`src/rtl/acqh_defines.svh`:
```
`ifndef ACQH_DEFINES_SVH
`define ACQH_DEFINES_SVH
// Command identifiers
`define ACQH_CMD_PING 16'h0001
`define ACQH_CMD_CONFIG 16'h0002
`define ACQH_CMD_WR_MODE 16'h0003
`define ACQH_CMD_RD_MODE 16'h0004
`define ACQH_CMD_WR_SET 16'h0005
`define ACQH_CMD_RD_SET 16'h0006
`define ACQH_CMD_WR_ACT 16'h0007
`define ACQH_CMD_RD_ACT 16'h0008
`define ACQH_CMD_WR_MASK 16'h0009
`define ACQH_CMD_RD_MASK 16'h000A
// Reply codes and flag positions
`define ACQH_REPLY_BIT 15
`define ACQH_ASYNC_BIT 12
`define ACQH_BCAST_BIT 15
`define ACQH_ERR_UNKNOWN 16'h7F04
`define ACQH_ID_BUSY 16'h0000
// Field layout
`define ACQH_NIB_HI 3
`define ACQH_SGL_TICK_HI 3
`define ACQH_SGL_TICK_LO 0
// Scope settings fields
`define ACQH_TOT_HI 12
`define ACQH_TOT_LO 4
`define ACQH_PRE_HI 19
`define ACQH_PRE_LO 16
`define ACQH_WIN_HI 27
`define ACQH_WIN_LO 24
// Reset values
`define ACQH_MODE_RST 4'h0
`define ACQH_SET_RST 32'h0000_0000
`define ACQH_ACT_RST 4'h0
`define ACQH_MASK_RST 32'h0000_0000
`define ACQH_ADDR_RST 16'h0000
// Build-time pipeline depth: ceil(ticks / slice_period) + 1
`define ACQH_EVT_TICKS 15
`define ACQH_SLICE_PERIOD 8
`define ACQH_PIPE_DEPTH ((`ACQH_EVT_TICKS + `ACQH_SLICE_PERIOD - 1) / `ACQH_SLICE_PERIOD + 1)
// Child load: words streamed from flash per load
`define ACQH_CFG_WORDS 16'h0010
`define ACQH_CFG_LAST 16'h000F
`endif

```
`src/rtl/acqh_pkg.sv`:
```
package acqh_pkg;
    // Acquisition modes
    typedef enum logic [3:0] {
        ACQH_MODE_IDLE = 4'h0,
        ACQH_MODE_SCOPE = 4'h1,
        ACQH_MODE_SINGLES = 4'h2
    } acqh_mode_t;
    // Acquisition actions
    typedef enum logic [3:0] {
        ACQH_ACT_RESET = 4'h0,
        ACQH_ACT_STOP = 4'h1,
        ACQH_ACT_RUN = 4'h2
    } acqh_action_t;
    // Command handler states
    typedef enum logic [1:0] {
        ACQH_ST_IDLE,
        ACQH_ST_EXEC,
        ACQH_ST_CONFIG,
        ACQH_ST_REPLY
    } acqh_state_t;
endpackage

```
`src/rtl/acqh_cfg_if.sv`:
```
`timescale 1ns/10ps
// Handshake between the handler and the child loader
interface acqh_cfg_if;
    logic start; // Pulse: begin a load
    logic busy; // Level: load in progress
    modport ctrl (output start, input busy);
    modport load (input start, output busy);
endinterface

```
`src/rtl/acqh_child_loader.sv`:
```
`timescale 1ns/10ps
`include "acqh_defines.svh"
// Streams the child bitstream from flash into the child devices
module acqh_child_loader (
    input wire logic clk,
    input wire logic resetn,
    acqh_cfg_if.load cfg,
    output logic flash_rd_r,
    input wire logic [31:0] flash_data,
    output logic [31:0] child_data_r,
    output logic child_we_r
);
    logic [15:0] word_cnt_r; // Words left to move after the current one
    logic active_r; // Load running

    // Word sequencer; a start while a load is active is ignored
    always_ff @(posedge clk or negedge resetn) begin
        if (!resetn) begin
            active_r <= 1'b0;
            word_cnt_r <= 16'h0000;
        end else if (!active_r && cfg.start) begin
            active_r <= 1'b1;
            word_cnt_r <= `ACQH_CFG_LAST;
        end else if (active_r) begin
            if (word_cnt_r == 16'h0000) begin
                active_r <= 1'b0;
            end else begin
                word_cnt_r <= word_cnt_r - 16'h0001;
            end
        end
    end

    // Flash read strobe one cycle ahead of the child write
    always_ff @(posedge clk or negedge resetn) begin
        if (!resetn) begin
            flash_rd_r <= 1'b0;
            child_we_r <= 1'b0;
            child_data_r <= 32'h0000_0000;
        end else begin
            flash_rd_r <= active_r;
            child_we_r <= flash_rd_r;
            child_data_r <= flash_data;
        end
    end

    // Busy covers the tail of the write pipe too
    assign cfg.busy = active_r | flash_rd_r | child_we_r;
endmodule // acqh_child_loader

```
`src/rtl/acqh_cmd_handler.sv`:
```
`timescale 1ns/10ps
`include "acqh_defines.svh"
// How it works
// - Ping replies only, payload ignored
// - Reply id has top bit set, except the unknown-command error code
// - Broadcast runs everywhere, only target replies
// - Async command gets immediate reply
// - Async target busy until execution done
// - Configure loads child bitstream, also at power-up
// - Write mode keeps low four bits
// - Mode 0 idle, 1 scope, 2 singles
// - Read mode returns stored mode
// - Write settings stores 32-bit word
// - Scope settings field layout
// - Singles settings hold event tick count
// - Pipeline depth is a build constant
// - Read settings returns stored word
// - Write action stores low four bits
// - Reset action clears mode, stop ends run
// - Mask gates channel triggers
// - Read action and mask return stored values
// - Unknown command replies with error code
// - No reply ready shows busy id
module acqh_cmd_handler (
    input wire logic clk,
    input wire logic resetn,
    input wire logic [15:0] node_addr, // This node's address
    input wire logic cmd_valid, // Command strobe from parent
    input wire logic [15:0] cmd_id,
    input wire logic [15:0] cmd_dest, // destination_field
    input wire logic [31:0] cmd_payload,
    output logic cmd_busy_r, // High while a command is in hand
    output logic rsp_valid_r, // One-cycle reply strobe
    output logic [15:0] rsp_id_r,
    output logic [15:0] rsp_src_r,
    output logic [31:0] rsp_payload_r,
    output logic [3:0] acq_mode_r, // acquisition_mode low nibble
    output logic [31:0] acq_settings_r, // acquisition_settings
    output logic [3:0] acq_action_r, // acquisition_action low nibble
    output logic [31:0] trig_mask_r, // channel_trigger_mask
    output logic acq_running_r, // Acquisition in progress
    output logic scope_en_r, // Oscilloscope capture enabled
    output logic singles_en_r, // Event processing enabled
    output logic [8:0] scope_total_r,
    output logic [3:0] scope_pretrig_r,
    output logic [3:0] scope_window_r,
    output logic [3:0] singles_ticks_r,
    input wire logic [31:0] chan_trig, // Raw channel triggers
    output logic [31:0] chan_trig_ok_r, // Triggers after mask
    output logic flash_rd_r,
    input wire logic [31:0] flash_data,
    output logic [31:0] child_data_r,
    output logic child_we_r
);
    // Fixed singles pipeline depth, local to this module; no port carries it
    localparam int PIPE_DEPTH = `ACQH_PIPE_DEPTH;

    acqh_pkg::acqh_state_t state_r; // Handler state
    logic [15:0] id_r; // Latched command id
    logic [31:0] pay_r; // Latched payload
    logic async_r; // Latched async flag
    logic for_me_r; // This node is the reply source
    logic pwrup_r; // Power-up load still pending
    logic pwrup_kick_r; // Power-up load not yet launched
    logic [31:0] rd_data_r; // Reply payload staged
    logic [15:0] rd_id_r; // Reply id staged

    // Loader handshake, private to this module
    acqh_cfg_if cfg_bus ();

    // Reply id: echo with top bit forced
    // Async flag is kept, so both forms stay distinct
    function automatic logic [15:0] echo_id(input logic [15:0] id);
        echo_id = id | (16'h0001 << `ACQH_REPLY_BIT);
    endfunction

    // Known command test; strips the async flag first
    // A range test holds while the ids stay contiguous
    function automatic logic known_cmd(input logic [15:0] id);
        logic [15:0] base;
        base = id & ~(16'h0001 << `ACQH_ASYNC_BIT);
        known_cmd = (base >= `ACQH_CMD_PING) && (base <= `ACQH_CMD_RD_MASK);
    endfunction

    // Mode decode; undefined codes fall back to idle
    // so a stray code cannot enable either engine
    function automatic acqh_pkg::acqh_mode_t mode_of(input logic [3:0] m);
        unique case (m)
            4'h1: begin
                mode_of = acqh_pkg::ACQH_MODE_SCOPE;
            end
            4'h2: begin
                mode_of = acqh_pkg::ACQH_MODE_SINGLES;
            end
            default: begin
                mode_of = acqh_pkg::ACQH_MODE_IDLE;
            end
        endcase
    endfunction

    // Shared by the sequencer, writes and reply mux
    logic [15:0] base_id; // Id with async flag cleared
    assign base_id = id_r & ~(16'h0001 << `ACQH_ASYNC_BIT);

    // Serves both the power-up load and configure
    acqh_child_loader u_loader (
        .clk(clk),
        .resetn(resetn),
        .cfg(cfg_bus.load),
        .flash_rd_r(flash_rd_r),
        .flash_data(flash_data),
        .child_data_r(child_data_r),
        .child_we_r(child_we_r)
    );

    // Command sequencer; commands arriving while busy are dropped
    // One command in hand at a time, so no queue
    always_ff @(posedge clk or negedge resetn) begin
        if (!resetn) begin
            state_r <= acqh_pkg::ACQH_ST_IDLE;
            id_r <= `ACQH_ID_BUSY;
            pay_r <= 32'h0000_0000;
            async_r <= 1'b0;
            for_me_r <= 1'b0;
        end else begin
            unique case (state_r)
                acqh_pkg::ACQH_ST_IDLE: begin
                    if (cmd_valid && !pwrup_r) begin
                        id_r <= cmd_id;
                        pay_r <= cmd_payload;
                        async_r <= cmd_id[`ACQH_ASYNC_BIT];
                        // Broadcast executes here too; reply only if addressed
                        for_me_r <= ((cmd_dest & ~(16'h0001 << `ACQH_BCAST_BIT))
                                     == node_addr);
                        state_r <= acqh_pkg::ACQH_ST_EXEC;
                    end
                end

                acqh_pkg::ACQH_ST_EXEC: begin
                    // Configure waits for loader; others finish in one cycle
                    if (base_id == `ACQH_CMD_CONFIG) begin
                        state_r <= acqh_pkg::ACQH_ST_CONFIG;
                    end else begin
                        state_r <= acqh_pkg::ACQH_ST_REPLY;
                    end
                end

                acqh_pkg::ACQH_ST_CONFIG: begin
                    // A synchronous target stays silent until the load completes; an async one replied in EXEC
                    if (!cfg_bus.busy) begin
                        state_r <= acqh_pkg::ACQH_ST_REPLY;
                    end
                end

                acqh_pkg::ACQH_ST_REPLY: begin
                    state_r <= acqh_pkg::ACQH_ST_IDLE;
                end
            endcase
        end
    end

    // Power-up load runs once after reset, before any command.
    // The kick lasts one cycle: the idle loader takes it at once,
    // and a kick still high after the load ends would start a second one.
    always_ff @(posedge clk or negedge resetn) begin
        if (!resetn) begin
            pwrup_r <= 1'b1;
            pwrup_kick_r <= 1'b1;
        end else begin
            pwrup_kick_r <= 1'b0;
            // Pending drops once the loader ran and went idle
            if (pwrup_r && !pwrup_kick_r && !cfg_bus.busy) begin
                pwrup_r <= 1'b0;
            end
        end
    end

    // Load kick: power-up or configure command
    // Start is a one-cycle pulse the loader samples only when idle
    always_comb begin
        cfg_bus.start = 1'b0;
        if (pwrup_kick_r) begin
            cfg_bus.start = 1'b1;
        end else if (state_r == acqh_pkg::ACQH_ST_EXEC && base_id == `ACQH_CMD_CONFIG) begin
            cfg_bus.start = 1'b1;
        end
    end

    // Register writes, done in the execute cycle
    // Broadcast writes land here, reply or not
    always_ff @(posedge clk or negedge resetn) begin
        if (!resetn) begin
            acq_mode_r <= `ACQH_MODE_RST;
            acq_settings_r <= `ACQH_SET_RST;
            acq_action_r <= `ACQH_ACT_RST;
            trig_mask_r <= `ACQH_MASK_RST;
        end else if (state_r == acqh_pkg::ACQH_ST_EXEC) begin
            unique case (base_id)
                `ACQH_CMD_WR_MODE: begin
                    acq_mode_r <= pay_r[`ACQH_NIB_HI:0];
                end
                `ACQH_CMD_WR_SET: begin
                    acq_settings_r <= pay_r;
                end
                `ACQH_CMD_WR_ACT: begin
                    acq_action_r <= pay_r[`ACQH_NIB_HI:0];
                    // Reset action returns mode and settings to defaults
                    if (pay_r[`ACQH_NIB_HI:0] == acqh_pkg::ACQH_ACT_RESET) begin
                        acq_mode_r <= `ACQH_MODE_RST;
                        acq_settings_r <= `ACQH_SET_RST;
                    end
                end
                `ACQH_CMD_WR_MASK: begin
                    trig_mask_r <= pay_r;
                end
                default: begin
                    // Reads, ping and configure store nothing
                end
            endcase
        end
    end

    // Reply staging; reads ignore the request payload
    // Plain mux; the reply port registers its result
    always_comb begin
        rd_data_r = 32'h0000_0000;
        rd_id_r = echo_id(id_r);
        if (!known_cmd(id_r)) begin
            rd_id_r = `ACQH_ERR_UNKNOWN;
        end else begin
            unique case (base_id)
                `ACQH_CMD_RD_MODE: begin
                    rd_data_r = {28'h0, acq_mode_r};
                end
                `ACQH_CMD_RD_SET: begin
                    rd_data_r = acq_settings_r;
                end
                `ACQH_CMD_RD_ACT: begin
                    rd_data_r = {28'h0, acq_action_r};
                end
                `ACQH_CMD_RD_MASK: begin
                    rd_data_r = trig_mask_r;
                end
                // Writes echo their payload; ping returns zero
                `ACQH_CMD_WR_MODE, `ACQH_CMD_WR_SET, `ACQH_CMD_WR_ACT,
                `ACQH_CMD_WR_MASK: rd_data_r = pay_r;
                default: rd_data_r = 32'h0000_0000;
            endcase
        end
    end

    // Reply port; busy id shown whenever nothing is ready
    // One reply per command: async in EXEC, rest in REPLY
    always_ff @(posedge clk or negedge resetn) begin
        if (!resetn) begin
            rsp_valid_r <= 1'b0;
            rsp_id_r <= `ACQH_ID_BUSY;
            rsp_src_r <= `ACQH_ADDR_RST;
            rsp_payload_r <= 32'h0000_0000;
        end else begin
            rsp_valid_r <= 1'b0;
            rsp_id_r <= `ACQH_ID_BUSY;
            rsp_payload_r <= 32'h0000_0000;
            if (state_r == acqh_pkg::ACQH_ST_EXEC && async_r && for_me_r) begin
                // Async: acknowledge at once, before execution ends
                rsp_valid_r <= 1'b1;
                rsp_id_r <= rd_id_r;
                rsp_src_r <= node_addr;
                rsp_payload_r <= rd_data_r;
            end else if (state_r == acqh_pkg::ACQH_ST_REPLY && !async_r && for_me_r) begin
                rsp_valid_r <= 1'b1;
                rsp_id_r <= rd_id_r;
                rsp_src_r <= node_addr;
                rsp_payload_r <= rd_data_r;
            end
        end
    end

    // Busy flag for the parent
    // Counting cmd_valid covers the first EXEC cycle, before the state shows in the flag
    always_ff @(posedge clk or negedge resetn) begin
        if (!resetn) begin
            cmd_busy_r <= 1'b1;
        end else begin
            cmd_busy_r <= pwrup_r || (state_r != acqh_pkg::ACQH_ST_IDLE) || cmd_valid;
        end
    end

    // Acquisition control: run starts, stop or reset ends
    // Action is a level, so run holds until changed
    always_ff @(posedge clk or negedge resetn) begin
        if (!resetn) begin
            acq_running_r <= 1'b0;
            scope_en_r <= 1'b0;
            singles_en_r <= 1'b0;
        end else begin
            unique case (acq_action_r)
                4'h2: begin
                    acq_running_r <= 1'b1;
                end
                4'h0, 4'h1: begin
                    acq_running_r <= 1'b0;
                end
                default: begin
                    // Undefined action: leave state alone
                end
            endcase

            // Mode decode gates the engines
            scope_en_r <= acq_running_r && (mode_of(acq_mode_r) == acqh_pkg::ACQH_MODE_SCOPE);
            singles_en_r <= acq_running_r
                            && (mode_of(acq_mode_r) == acqh_pkg::ACQH_MODE_SINGLES);
        end
    end

    // Settings fields split by mode
    // Every field is split; the mode gates its use
    always_ff @(posedge clk or negedge resetn) begin
        if (!resetn) begin
            scope_total_r <= 9'h000;
            scope_pretrig_r <= 4'h0;
            scope_window_r <= 4'h0;
            singles_ticks_r <= 4'h0;
        end else begin
            scope_total_r <= acq_settings_r[`ACQH_TOT_HI:`ACQH_TOT_LO];
            scope_pretrig_r <= acq_settings_r[`ACQH_PRE_HI:`ACQH_PRE_LO];
            scope_window_r <= acq_settings_r[`ACQH_WIN_HI:`ACQH_WIN_LO];
            singles_ticks_r <= acq_settings_r[`ACQH_SGL_TICK_HI:`ACQH_SGL_TICK_LO];
        end
    end

    // Trigger gating: a zero bit suppresses that channel
    // One cycle of latency, alike for all channels
    always_ff @(posedge clk or negedge resetn) begin
        if (!resetn) begin
            chan_trig_ok_r <= 32'h0000_0000;
        end else begin
            chan_trig_ok_r <= chan_trig & trig_mask_r;
        end
    end
endmodule // acqh_cmd_handler

```
`config.mk`:
```
export PLATFORM = sky130hd
export DESIGN_NAME = acqh_cmd_handler
export DESIGN_NICKNAME = d
export VERILOG_FILES = /design/src/rtl/acqh_pkg.sv /design/src/rtl/acqh_cfg_if.sv /design/src/rtl/acqh_child_loader.sv /design/src/rtl/acqh_cmd_handler.sv
export VERILOG_INCLUDE_DIRS = /design/src /design/src/rtl
export SDC_FILE = /design/constraint.sdc
export NUM_CORES = 1
export LEC_CHECK = 0
export BUFFER_PORTS_ARGS = -buffer_cell sky130_fd_sc_hd__buf_2
export CORE_ASPECT_RATIO = 2
export CORE_MARGIN = 10
export CORE_UTILIZATION = 52
export CTS_BUF_LIST = sky130_fd_sc_hd__clkbuf_8
export CTS_CLUSTER_SIZE = 10
export DETAILED_ROUTE_END_ITERATION = 8
export PLACE_DENSITY = 0.91
export SETUP_SLACK_MARGIN = 0.4
export SYNTH_ARGS = -nofsm -noshare
export SYNTH_HDL_FRONTEND = slang
export SYNTH_SLANG_ARGS = --single-unit
```
`constraint.sdc`:
```
create_clock -name clk -period 3.7 [get_ports clk]
set_clock_uncertainty 0.2 [all_clocks]
set_input_delay 0.74 -clock clk [delete_from_list [all_inputs] [get_ports clk]]
set_output_delay 0.74 -clock clk [all_outputs]
set_load 0.01 [all_outputs]
```
; After elaboration in Yosys (flattened, before gate mapping)
; Cells that the tools add are included.
[word_totals]
wordCells = 125
input_bits = 147
out_inout_bits = 228
register_bits = 299
[op_classes]
n_eq_ne = 23
magnitude_cmp = 2
n_reduce_logical = 38
addsub = 1
muxes = 29
bitwise = 3
[op_table]
columns = op, n
row1 = case mux 32 bit (5 select lines), 1
row2 = two-way mux 16 bit, 8
row3 = two-way mux 32 bit, 4
row4 = case mux 32 bit (2 select lines), 1
row5 = "equality test 15 x 3 -> 1 bit, second input constant", 4
row6 = "equality test 15 x 4 -> 1 bit, second input constant", 3
row7 = AND 32 bit, 1
row8 = "equality test 15 x 2 -> 1 bit, second input constant", 2
row9 = equality test 15 x 16 -> 1 bit, 1
row10 = "greater-or-equal comparator 16 x 1 -> 1 bit, second input constant", 1
row11 = "<= comparator 16 x 4 -> 1 bit, second input constant", 1
row12 = zero test 16 bit, 1
row13 = "subtractor 16 x 1 -> 16 bit, second input constant", 1
row14 = "equality test 4 x 1 -> 1 bit, second input constant", 3
row15 = "equality test 4 x 2 -> 1 bit, second input constant", 3
row16 = logical AND 1 bit, 12
row17 = nonzero test 2 bit, 6
row18 = AND reduction 2 bit, 5
row19 = zero test 4 bit, 2
row20 = two-way mux 1 bit, 8
row21 = case mux 2 bit (4 select lines), 1
row22 = case mux 4 bit (2 select lines), 1
row23 = "!= test 2 bit, second input constant", 3
row24 = AND reduction 3 bit, 2
row25 = other kinds (13), 21

; Depth between registers and ports, before layout
; Gate-level depths: netlist (run 1).
[depth]
word_depth = 7
mapped_depth = 8
depth_no_buf = 6

; Hierarchy
; A second synthesis (run 1) with hierarchy kept.
[unflattened]
hier_cells = 861
area_unflattened_um2 = 11616.1
[by_module_without_submodules]
columns = module, seq_area_each_um2, cells_per_inst, n_inst, area_per_inst_um2
row1 = acqh_cmd_handler, 6184.7, 727, 1, 9816.9
row2 = acqh_child_loader, 1276.2, 134, 1, 1799.2

; Least setup slack after synthesis (run 1)
; OpenSTA, ideal clock, no wires.
[synth_path]
path_type = register to register
start = register id_r[6]
end = register trig_mask_r[10]
required_ns = 3.375
synth_period_minus_slack_ns = 2.761
slack_ns = 0.939
t_arrival_ns = 2.436
stages_incl_launch_ff = 8
n_path_buf = 3
setup_ns = 0.125
cell_sequence = dfrtp_1 or4_1 clkbuf_1 or3_1 buf_2 nor4_4 buf_6 mux2_4
[synth_between]
elab_chain_cells = 2
[synth_lines]
columns = item, line
row1 = "start, declared", acqh_cmd_handler.sv:59  ; logic [15:0] id_r;
row2 = "start signal, assigned", acqh_cmd_handler.sv:121  ; id_r <= `ACQH_ID_BUSY;
row3 = "start signal, assigned", acqh_cmd_handler.sv:129  ; id_r <= cmd_id;
row4 = equality test 15 x 4 -> 1 bit, acqh_cmd_handler.sv:198  ; unique case (base_id)
row5 = AND reduction 2 bit (no line), -
row6 = "end signal, assigned", acqh_cmd_handler.sv:196  ; trig_mask_r <= `ACQH_MASK_RST;
row7 = "end signal, assigned", acqh_cmd_handler.sv:214  ; trig_mask_r <= pay_r;
row8 = "end, declared", acqh_cmd_handler.sv:40  ; output logic [31:0] trig_mask_r,
; Every way passes these cells.
; A chain may end at the register's enable or synchronous reset.

; Worst setup path after layout (run 1)
[layout_path]
start = register id_r[8]
end = register trig_mask_r[31]
; The elaborated chain is that of the path after synthesis.

==> impl_metrics.csv, run 1 <==
group,metric,value,unit
sta,hold_viol,0,
cts,cts_buffers,40,
cts,post_cts_buffers,0,
setup_path,path_cells,"or4_1 -> or3_1 -> nor4_4 -> buf_12 -> mux2_2",
hold_path,min_path_type,"in2async",
setup_path,worst_setup_path_start_kind,"flip-flop",
placement,hpwl,26.6,mm
drt,drtPass1Iterations,5,
pwr,power_leakage,7.42,nW
synthesis,avgSynthCellArea,14.0,um^2
cts,cts_resized,0,
setup_path,cp_max_fo,32,
die,dieWidth,125,um
die,ios,375,
placement,gp_congestion,0.956,
sta,slew_headroom,49.5,%
drt,wl,36.0,mm
die,placementRows,76,
synthesis,synth_compound_area_share,10.3,%
die,start_util,52.7,%
grt,overflow,0,
outcome,status,"complete, no violations",
finish,post-route-util,66.6,%
synthesis,synthSimpleGateAreaFrac,8.56,%
setup_path,critPathRequiredTime,3.92,ns
finish,syn_to_final_growth,26.4,%
synthesis,synthXorXnorAreaFrac,1.23,%
grt,grt_pass1_wl,55.3,mm
cts,clock_latency,0.54,ns
sta,setup_ws,0.620,ns
setup_path,r2r_cells,5,
cts,clockRootBuffer,"clkbuf_8",
grt,antenna_found_initial,5,
synthesis,ys_seq_area_share,65.6,%
finish,drive_above_1_share,46.1,%
synthesis,synth_flop_cell,"dfrtp_1",
placement,dpl-instance-area,13600,um^2
sta,tightestPinTransition,0.758,ns
setup_path,rr_startpoint,"id_r[8]$_DFFE_PN0P_",
pwr,vdd_drop_max,555,uV
sta,maxSlewViolCount,0,
drt,vias,8667,
placement,dp_slack,0.613,ns
synthesis,syn_inst,812,
synthesis,ys_warn_count,0,
die,fp.dieH,229,um
setup_path,critPathArrivalTime,3.30,ns
cts,cts_sinks,298,
cts,clk_pin_slew,0.07,ns
setup_path,r2r_slack,0.62,ns
finish,final_design_area_no_fill,14400,um^2
cts,cts_max_level,2,
synthesis,synth-seq-cells,298,
sta,fin_crit_sh,83.2,%
grt,grt_max_degree,89,
drt,dr_wl_met3,2.51,mm
drt,routed-wl-met2,19.2,mm
sta,rsz0062_at_grt,"no",
drt,dr.first_iter.drc_count,623,
synthesis,synth_cell_types,55,
placement,portBuffers,373,
sta,post-route-min-period,3.08,ns
drt,m1WireLength,12.4,mm
synthesis,synthMuxAreaShare,11.4,%
die,core,21600,um^2
drt,ant_nets,0,
sta,setup-tns-final,0,ns
setup_path,path_class,"reg2reg",
pwr,clockPowerShare,28.9,%
setup_path,slowest_stage,"or4_1",
finish,fin_nets,1352,
pwr,p_per_area,560,nW/um^2
drt,wl_per_cell,23.9,um
synthesis,synthArstFlopShare,100,%
cts,ctsHoldBuffers,0,
pwr,intPower,0.00553,W
die,die_area,28500,um^2
synthesis,netlist_area,11400,um^2
sta,setup_viol,0,
drt,remaining_drc_errors,0,
pwr,switching_share,31.3,%
pwr,p_switching,0.00252,W
sta,fmax,325,MHz
cts,cts_buffer_depth,3,
pwr,p_seq_share,52.0,%
setup_path,crit_path_end,"trig_mask_r[31]$_DFFE_PN0P_",
drt,vias_per_cell,5.76,
grt,grt_pass1_vias,9373,
synthesis,synth-edff-count,0,
job,drv_cap,0,
setup_path,critPathMaxStageDelay,0.73,ns
setup_path,endpoint_kind,"flip-flop",
setup_path,cp-startpoint,"id_r[8]$_DFFE_PN0P_",
cts,cts_tree,"done",
synthesis,synth_top_family_by_area,"multiplexers",
drt,dr.max_layer_used,"met5",
setup_path,worstReg2RegEnd,"trig_mask_r[31]$_DFFE_PN0P_",
grt,groute.usage.overall,24.3,%
synthesis,synthAdderAreaFrac,0.550,%
pwr,pwr-share-comb,19.1,%
-- Yosys cell counts (all sizes together) (3+ instances only) --
cell type,instances,area (um^2)
a21oi,40,200
nand2b,3,18.8
a22oi,5,37.5
o21a,4,30.0
nand2,35,131
o41ai,5,43.8
xor2,16,140
inv,11,41.3
ha,5,62.6
dfstp,3,78.8
clkbuf,38,143
nand4,7,43.8
nand3,9,45.0
nor3,10,55.1
or3,13,81.3
mux2,105,1290
o21ai,11,55.1
a31oi,8,50.1
buf,13,75.1
or4b,3,30.0
nor2,12,45.0
a22o,38,333
nor4,12,90.1
o31ai,6,45.0
nor2b,3,18.8
or4,11,82.6
dfrtp,295,7380
o311ai,4,35.0
and2,33,206
a32oi,30,263
-- critical path: cells and delay by family, from the launching register on --
| family | cells | cell delay [ns] |
|---|---|---|
| simple gates | 3 | 1.69 |
| flops | 1 | 0.38 |
| mux | 1 | 0.37 |
| buf+inv | 1 | 0.32 |
-- layer usage --
layer  vias to the layer above  GRT usage [%]
met4                         2           13.9
met3                       115           5.34
met2                       441           43.4
met1                      4365           25.8
met5                         -              0
li1                       3744              -
-- power groups by stage --
stage,combinational [W],sequential (W),clock (W)
after floorplan,0.00109,0.00403,0
after global placement,0.00145,0.00417,0
after detailed placement,0.00153,0.00422,0
after CTS,0.00154,0.00416,0.00239
after global routing,0.00168,0.00424,0.00253
final,0.00154,0.00419,0.00233
-- kinds of logic after synthesis --
group                      Yosys count
buffers and inverters               62
other                                1
muxes                              105
xor gates and xnor gates            16
adders and majority gates            5
DFF                                298
and+or+nand+nor                    165
AOI/OAI and AO/OA                  160
-- layout by cell type (no fill, tap or decap), drive strengths merged, types with 10 or more instances in the layout --
cell type    n
buf        393
dfrtp      295
mux2       105
clkbuf      47
a21oi       40
a22o        38
nand2       35
and2        33
inv         30
a32oi       30
xor2        16
or3         13
nor2        12
nor4        12
or4         11
o21ai       11
nor3        10
-- through the flow --
| step | hold WS (ns) | total power (W) | cells |
|---|---|---|---|
| after floorplan | 0.179 | 0.00513 | 816 |
| after global placement | 0.178 | 0.00563 | 1431 |
| after detailed placement | 0.195 | 0.00575 | 1431 |
| after CTS | 0.0260 | 0.00809 | 1501 |
| after global routing | 0.0526 | 0.00845 | 1504 |
| final | 0.0307 | 0.00805 | 1505 |
-- flip-flops by register name (all words and copies together), names as in the netlist, 2 cells and up --
signal,cells
acq_settings_r,32
chan_trig_ok_r,32
pay_r,32
rsp_payload_r,32
trig_mask_r,32
u_loader.child_data_r,32
id_r,16
rsp_id_r,16
rsp_src_r,16
u_loader.word_cnt_r,16
scope_total_r,9
acq_action_r,4
acq_mode_r,4
scope_pretrig_r,4
scope_window_r,4
singles_ticks_r,4
state_r,2
-- worst min path at each step --
stage                                  startpoint                       endpoint  slack (ns)  cells after the start
finish                                     resetn      acq_running_r$_DFFE_PN0P_        0.03                      1
global route                               resetn      acq_running_r$_DFFE_PN0P_        0.05                      1
CTS                                        resetn          pay_r[27]$_DFFE_PN0P_        0.03                      1
detailed placement  u_loader.flash_rd_r$_DFF_PN0_  u_loader.child_we_r$_DFF_PN0_        0.20                      0
global placement    u_loader.flash_rd_r$_DFF_PN0_  u_loader.child_we_r$_DFF_PN0_        0.18                      0
floorplan             u_loader.active_r$_DFF_PN0_  u_loader.flash_rd_r$_DFF_PN0_        0.18                      0
-- final cells by class --
cell class	instances	area (um^2)
fill	1494	7210
inverter	11	41.3
clock inverter	23	98.8
clock buffer	47	647
timing repair buffer	393	2080
antenna	4	10.0
tap	273	342
sequential	298	7460
multi-input combinational	456	3700
No activity file was read; power rests on OpenSTA's default activity.
==> run 2: changes to the inputs <==
==> constraint.sdc (replaced) <==
create_clock -name clk -period 3.2 [get_ports clk]
set_clock_uncertainty 0.2 [all_clocks]
set_input_delay 0.64 -clock clk [delete_from_list [all_inputs] [get_ports clk]]
set_output_delay 0.64 -clock clk [all_outputs]
set_load 0.01 [all_outputs]
==> run 2 against run 1 <==
Compared with the run above:
- routed wire length increased by 7.1%
- flip-flop and latch count stayed put
- power grew 20%
- register-to-register slack lost 0.10 ns
- sequential power grew 16%
- critical endpoint is now trig_mask_r[5]$_DFFE_PN0P_
==> impl_metrics.csv, run 2 (synthesis results as in run 1) <==
group,metric,value,unit
cts,cts_tree,"done",
setup_path,cp_max_fo,8,
cts,cts_max_level,2,
pwr,vdd_drop_max,633,uV
cts,clockRootBuffer,"clkbuf_8",
grt,antenna_found_initial,4,
setup_path,critPathMaxStageDelay,0.61,ns
grt,grt_pass1_vias,9573,
die,start_util,52.7,%
outcome,status,"complete, no violations",
finish,syn_to_final_growth,30.8,%
die,placementRows,76,
finish,drive_above_1_share,46.0,%
die,core,21600,um^2
setup_path,crit_family,"simple AND/OR/NAND/NOR gates",
grt,overflow,0,
sta,setup-tns-final,0,ns
sta,whs,0.120,ns
drt,dr.first_iter.drc_count,650,
die,die_area,28500,um^2
finish,fillers,1444,
die,dieWidth,125,um
pwr,power_leakage,7.63,nW
setup_path,slowest_stage,"or4_4",
finish,stdcell_count,1544,
cts,cts_buffers,40,
drt,remaining_drc_errors,0,
grt,groute.usage.overall,25.9,%
grt,grt_max_degree,90,
placement,hpwl,26.9,mm
grt,grt_pass1_wl,58.6,mm
sta,post-route-min-period,2.68,ns
placement,portBuffers,373,
sta,fmax,373,MHz
drt,drtPass1Iterations,5,
cts,clk_pin_slew,0.07,ns
cts,cts_buffer_depth,3,
drt,wl_per_cell,24.9,um
die,ios,375,
cts,clock_latency,0.54,ns
die,fp.dieH,229,um
sta,fin_crit_sh,83.8,%
finish,final_common_cell,"buf_2",
setup_path,critPathRequiredTime,3.41,ns
sta,setup_viol,0,
drt,vias,9005,
setup_path,critPathArrivalTime,2.89,ns
sta,slew_headroom,53.1,%
placement,gp_congestion,0.962,
setup_path,path_class,"reg2reg",
cts,cts_sinks,298,
sta,maxSlewViolCount,0,
setup_path,path_buf_inv,2,
drt,vias_per_cell,5.83,
job,drv_cap,0,
sta,setup_ws,0.518,ns
setup_path,worst_setup_path_start_kind,"flip-flop",
finish,fin_nets,1392,
setup_path,path_cells,"or4_4 -> or3_1 -> nor4_4 -> buf_4 -> bufbuf_16 -> mux2_4",
placement,dp_slack,0.287,ns
placement,place_inst,1434,
pwr,power.total,0.00964,W
drt,ant_nets,0,
sta,rsz0062_at_grt,"no",
finish,mostFrequentLayoutCells,"buf_2 (372), dfrtp_1 (295), mux2_2 (75), clkbuf_8 (48), a21oi_1 (40)",
hold_path,min_path_type,"in2reg",
setup_path,endpoint_kind,"flip-flop",
sta,tightestPinTransition,0.693,ns
drt,wl,38.5,mm
sta,hold_viol,0,
pwr,p_per_area,648,nW/um^2
-- run 2: changes by cell type in the layout (fill, tap and decap cells not counted), sizes merged --
| cell | change |
|---|---|
| dlygate4sd3 | +33 |
| inv | -7 |
| buf | +6 |
| clkinv | +5 |
| bufinv | +2 |
| bufbuf | +1 |
| clkbuf | +1 |
| clkinvlp | -1 |
| diode | -1 |
-- run 2: metal layers --
| layer | part of all wire [%] | track usage (%) | vias up |
|---|---|---|---|
| met5 | 0.034 | 0 | - |
| met4 | 4.5 | 12.3 | 2 |
| met3 | 7.3 | 5.71 | 108 |
| met2 | 55 | 47.5 | 523 |
| met1 | 33 | 27.3 | 4549 |
| li1 | - | - | 3823 |
-- run 2: path summary, 6_finish.rpt --
check	start	end	slack (ns)	cells after the start
max in group asynchronous	resetn	u_loader.word_cnt_r[14]$_DFFE_PN0P_	1.50	3
worst min register to register	u_loader.flash_rd_r$_DFF_PN0_	u_loader.child_we_r$_DFF_PN0_	0.21	0
worst max-delay path	id_r[8]$_DFFE_PN0P_	trig_mask_r[5]$_DFFE_PN0P_	0.52	6
worst min-delay path	chan_trig[23]	chan_trig_ok_r[23]$_DFF_PN0_	0.12	2
worst max register to register	id_r[8]$_DFFE_PN0P_	trig_mask_r[5]$_DFFE_PN0P_	0.52	6
min in group asynchronous	resetn	pay_r[1]$_DFFE_PN0P_	0.44	2
-- run 2: timing repair --
item	CTS	global route
buffers inserted	2	0
hold endpoints to repair	84	0
setup endpoints to repair	62	11
gates resized for setup	2	2
hold buffers	33	0
gates cloned	2	0
pin swaps	1	0
-- run 2: metrics by stage --
stage / area, um^2 / utilization [%]
2_1_floorplan: 11400 / -
3_3_place_gp: 13700 / 63.2
3_5_place_dp: 13700 / 63.2
4_1_cts: 14900 / 68.8
5_1_grt: 14900 / 68.9
6_report: 14900 / 68.9
-- run 2: report_power, final --
| group | switching [W] | leakage [nW] | internal, W |
|---|---|---|---|
| logic | 0.000996 | 3.27 | 0.000874 |
| registers | 0.000611 | 3.90 | 0.00424 |
| clock network | 0.00139 | 0.461 | 0.00153 |
-- run 2: cell type report --
class                   instances  area (um^2)  share of cell area (%)
flip-flops and latches        298         7460                    50.2
multi-input cells             456         3710                    24.9
repair buffers                433         2500                    16.8
clock buffers                  48          661                    4.44
well taps                     273          342                    2.30
clock inverters                22          150                    1.01
inverters                      11         41.3                   0.278
diodes                          3         7.51                  0.0505
==> run 3: changes to the inputs <==
--- a/config.mk
+++ b/config.mk
@@ -9,11 +9,11 @@
 export BUFFER_PORTS_ARGS = -buffer_cell sky130_fd_sc_hd__buf_2
 export CORE_ASPECT_RATIO = 2
 export CORE_MARGIN = 10
-export CORE_UTILIZATION = 52
+export CORE_UTILIZATION = 47
 export CTS_BUF_LIST = sky130_fd_sc_hd__clkbuf_8
 export CTS_CLUSTER_SIZE = 10
 export DETAILED_ROUTE_END_ITERATION = 8
-export PLACE_DENSITY = 0.91
+export PLACE_DENSITY = 0.87
 export SETUP_SLACK_MARGIN = 0.4
 export SYNTH_ARGS = -nofsm -noshare
 export SYNTH_HDL_FRONTEND = slang
==> constraint.sdc (replaced) <==
create_clock -name clk -period 2.4 [get_ports clk]
set_clock_uncertainty 0.2 [all_clocks]
set_input_delay 0.48 -clock clk [delete_from_list [all_inputs] [get_ports clk]]
set_output_delay 0.48 -clock clk [all_outputs]
set_load 0.01 [all_outputs]
==> run 3 against run 2 <==
Compared with the run above:
- the run now ends with negative setup slack left
- flip-flop and latch count unchanged
- final area increased by 13%
- non-clock buffer count increased by 145
- first-iteration DRC count increased by 15%
- count of clock-buffer cells in the layout increased by 1
- final cell count increased by 11%
- via count increased by 9.4%
- sequential share of layout area decreased by 5.9 points
- critical path type unchanged
==> impl_metrics.csv, run 3 (synthesis results as in run 1) <==
group,metric,value,unit
outcome,status,"finished with violations",
outcome,violations,"negative setup slack",
setup_path,crit_family,"simple AND/OR/NAND/NOR gates",
pwr,p_switching,0.00450,W
sta,setup-tns-final,-11.57,ns
die,fp.dieH,240,um
drt,drtPass1Iterations,5,
placement,portBuffers,373,
sta,post-route-min-period,2.59,ns
placement,hpwl,28.0,mm
setup_path,slowest_stage,"or4_4",
setup_path,path_depth,6,
setup_path,path_buf_inv,2,
finish,fin_nets,1537,
finish,syn_to_final_growth,48.2,%
setup_path,critPathArrivalTime,2.86,ns
pwr,power.total,0.0137,W
drt,dr.first_iter.drc_count,747,
cts,cts_buffers,40,
finish,regArea,7460,um^2
grt,overflow,0,
setup_path,path_class,"reg2reg",
die,start_util,47.7,%
grt,antenna_found_initial,10,
placement,dpl-instance-area,14100,um^2
drt,vias_per_cell,5.75,
cts,clock_latency,0.55,ns
finish,final_common_cell,"buf_2",
finish,multi_input_area,4170,um^2
drt,wl,43.6,mm
setup_path,worst_setup_path_start_kind,"flip-flop",
setup_path,cp_max_fo,8,
placement,dp_slack,-0.280,ns
die,placementRows,80,
sta,fmax,386,MHz
hold_path,holdPathStages,2,
finish,drive_above_1_share,49.0,%
finish,stdcell_count,1712,
drt,wl_per_cell,25.5,um
placement,place_inst,1493,
pwr,clockPowerShare,27.5,%
drt,ant_nets,0,
pwr,p_per_area,812,nW/um^2
sta,rsz0062_at_grt,"yes",
grt,grt_max_degree,81,
pwr,switching_share,32.9,%
sta,setup_ws,-0.192,ns
grt,grt_pass1_wl,63.2,mm
drt,vias,9851,
pwr,pwr-share-comb,26.2,%
sta,hold_viol,0,
setup_path,crit_top_cell,"or3_4",
sta,maxSlewViolCount,0,
cts,cts_tree,"done",
cts,clk_pin_slew,0.07,ns
sta,fin_crit_sh,108,%
die,core,23800,um^2
die,die_area,31200,um^2
finish,final_design_area_no_fill,16800,um^2
setup_path,r2r_slack,-0.19,ns
setup_path,r2r_cells,6,
sta,setup_viol,96,
grt,groute.usage.overall,26.4,%
setup_path,critPathMaxStageDelay,0.57,ns
sta,slew_headroom,63.7,%
die,ios,375,
pwr,power_leakage,8.41,nW
hold_path,whs_endpoint,"rsp_src_r[5]$_DFFE_PN0P_",
finish,mostFrequentLayoutCells,"buf_2 (372), dfrtp_1 (294), dlygate4sd3_1 (126), mux2_2 (71), buf_4 (51)",
job,drv_cap,0,
cts,cts_max_level,2,
die,dieWidth,130,um
setup_path,rr_startpoint,"id_r[13]$_DFFE_PN0P_",
pwr,p_seq_share,46.3,%
hold_path,min_path_type,"in2reg",
setup_path,endpoint_kind,"flip-flop",
setup_path,path_cells,"or4_4 -> or3_4 -> buf_6 -> or3_4 -> clkbuf_16 -> a21oi_2",
drt,remaining_drc_errors,0,
grt,grt_pass1_vias,10700,
sta,tightestPinTransition,0.538,ns
placement,gp_congestion,0.898,
hold_path,hold_start,"node_addr[5]",
cts,clockRootBuffer,"clkbuf_8",
finish,fillers,1508,
pwr,intPower,0.00919,W
setup_path,critPathRequiredTime,2.67,ns
cts,cts_buffer_depth,3,
setup_path,worstReg2RegEnd,"rsp_payload_r[20]$_DFF_PN0_",
pwr,vdd_drop_max,754,uV
cts,cts_sinks,298,
-- run 3: metrics by stage --
step | hold WS, ns | utilization, %
5_1_grt | 0.0245 | 70.7
6_report | 0.0303 | 70.7
3_5_place_dp | 0.194 | 59.3
3_3_place_gp | 0.189 | 59.3
4_1_cts | 0.00358 | 68.7
2_1_floorplan | -0.0156 | -
-- run 3: power groups by stage --
stage	Combinational, W	Clock [W]	Sequential (W)
final	0.00358	0.00377	0.00634
after floorplan	0.00175	0	0.00622
after global placement	0.00290	0	0.00629
after CTS	0.00331	0.00377	0.00626
after detailed placement	0.00303	0	0.00634
after global routing	0.00384	0.00405	0.00639
-- run 3: cell type report --
cell class,count,share of cell area (%)
clock inverters,21,0.579
multi-input cells,456,24.7
well taps,287,2.13
repair buffers,578,23.8
diodes,12,0.178
inverters,11,0.245
flip-flops and latches,298,44.3
clock buffers,49,4.00
-- run 3: per-layer routing --
| layer | GRT usage [%] | up-vias | share of wire (%) |
|---|---|---|---|
| met5 | 0 | - | 0.016 |
| met4 | 15.3 | 2 | 5.9 |
| met3 | 6.04 | 186 | 8.0 |
| met2 | 47.8 | 614 | 54 |
| met1 | 26.8 | 4928 | 32 |
| li1 | - | 4121 | - |
-- run 3: worst max path at each step --
stage | startpoint | slack [ns] | endpoint
CTS | id_r[8]$_DFFE_PN0P_ | -0.16 | trig_mask_r[0]$_DFFE_PN0P_
global placement | id_r[8]$_DFFE_PN0P_ | -0.25 | trig_mask_r[23]$_DFFE_PN0P_
floorplan | id_r[8]$_DFFE_PN0P_ | -0.24 | trig_mask_r[10]$_DFFE_PN0P_
global route | id_r[13]$_DFFE_PN0P_ | -0.23 | trig_mask_r[0]$_DFFE_PN0P_
finish | id_r[13]$_DFFE_PN0P_ | -0.19 | rsp_payload_r[20]$_DFF_PN0_
detailed placement | id_r[8]$_DFFE_PN0P_ | -0.28 | rsp_payload_r[23]$_DFF_PN0_
-- run 3: what timing repair did --
item | 4_1_cts | 5_1_grt
gates cloned | 0 | 4
endpoints found under the setup margin | 150 | 188
resized for setup | 38 | 68
pin swaps | 12 | 5
hold endpoints to repair | 202 | 0
hold buffers | 126 | 0
setup buffers | 3 | 4
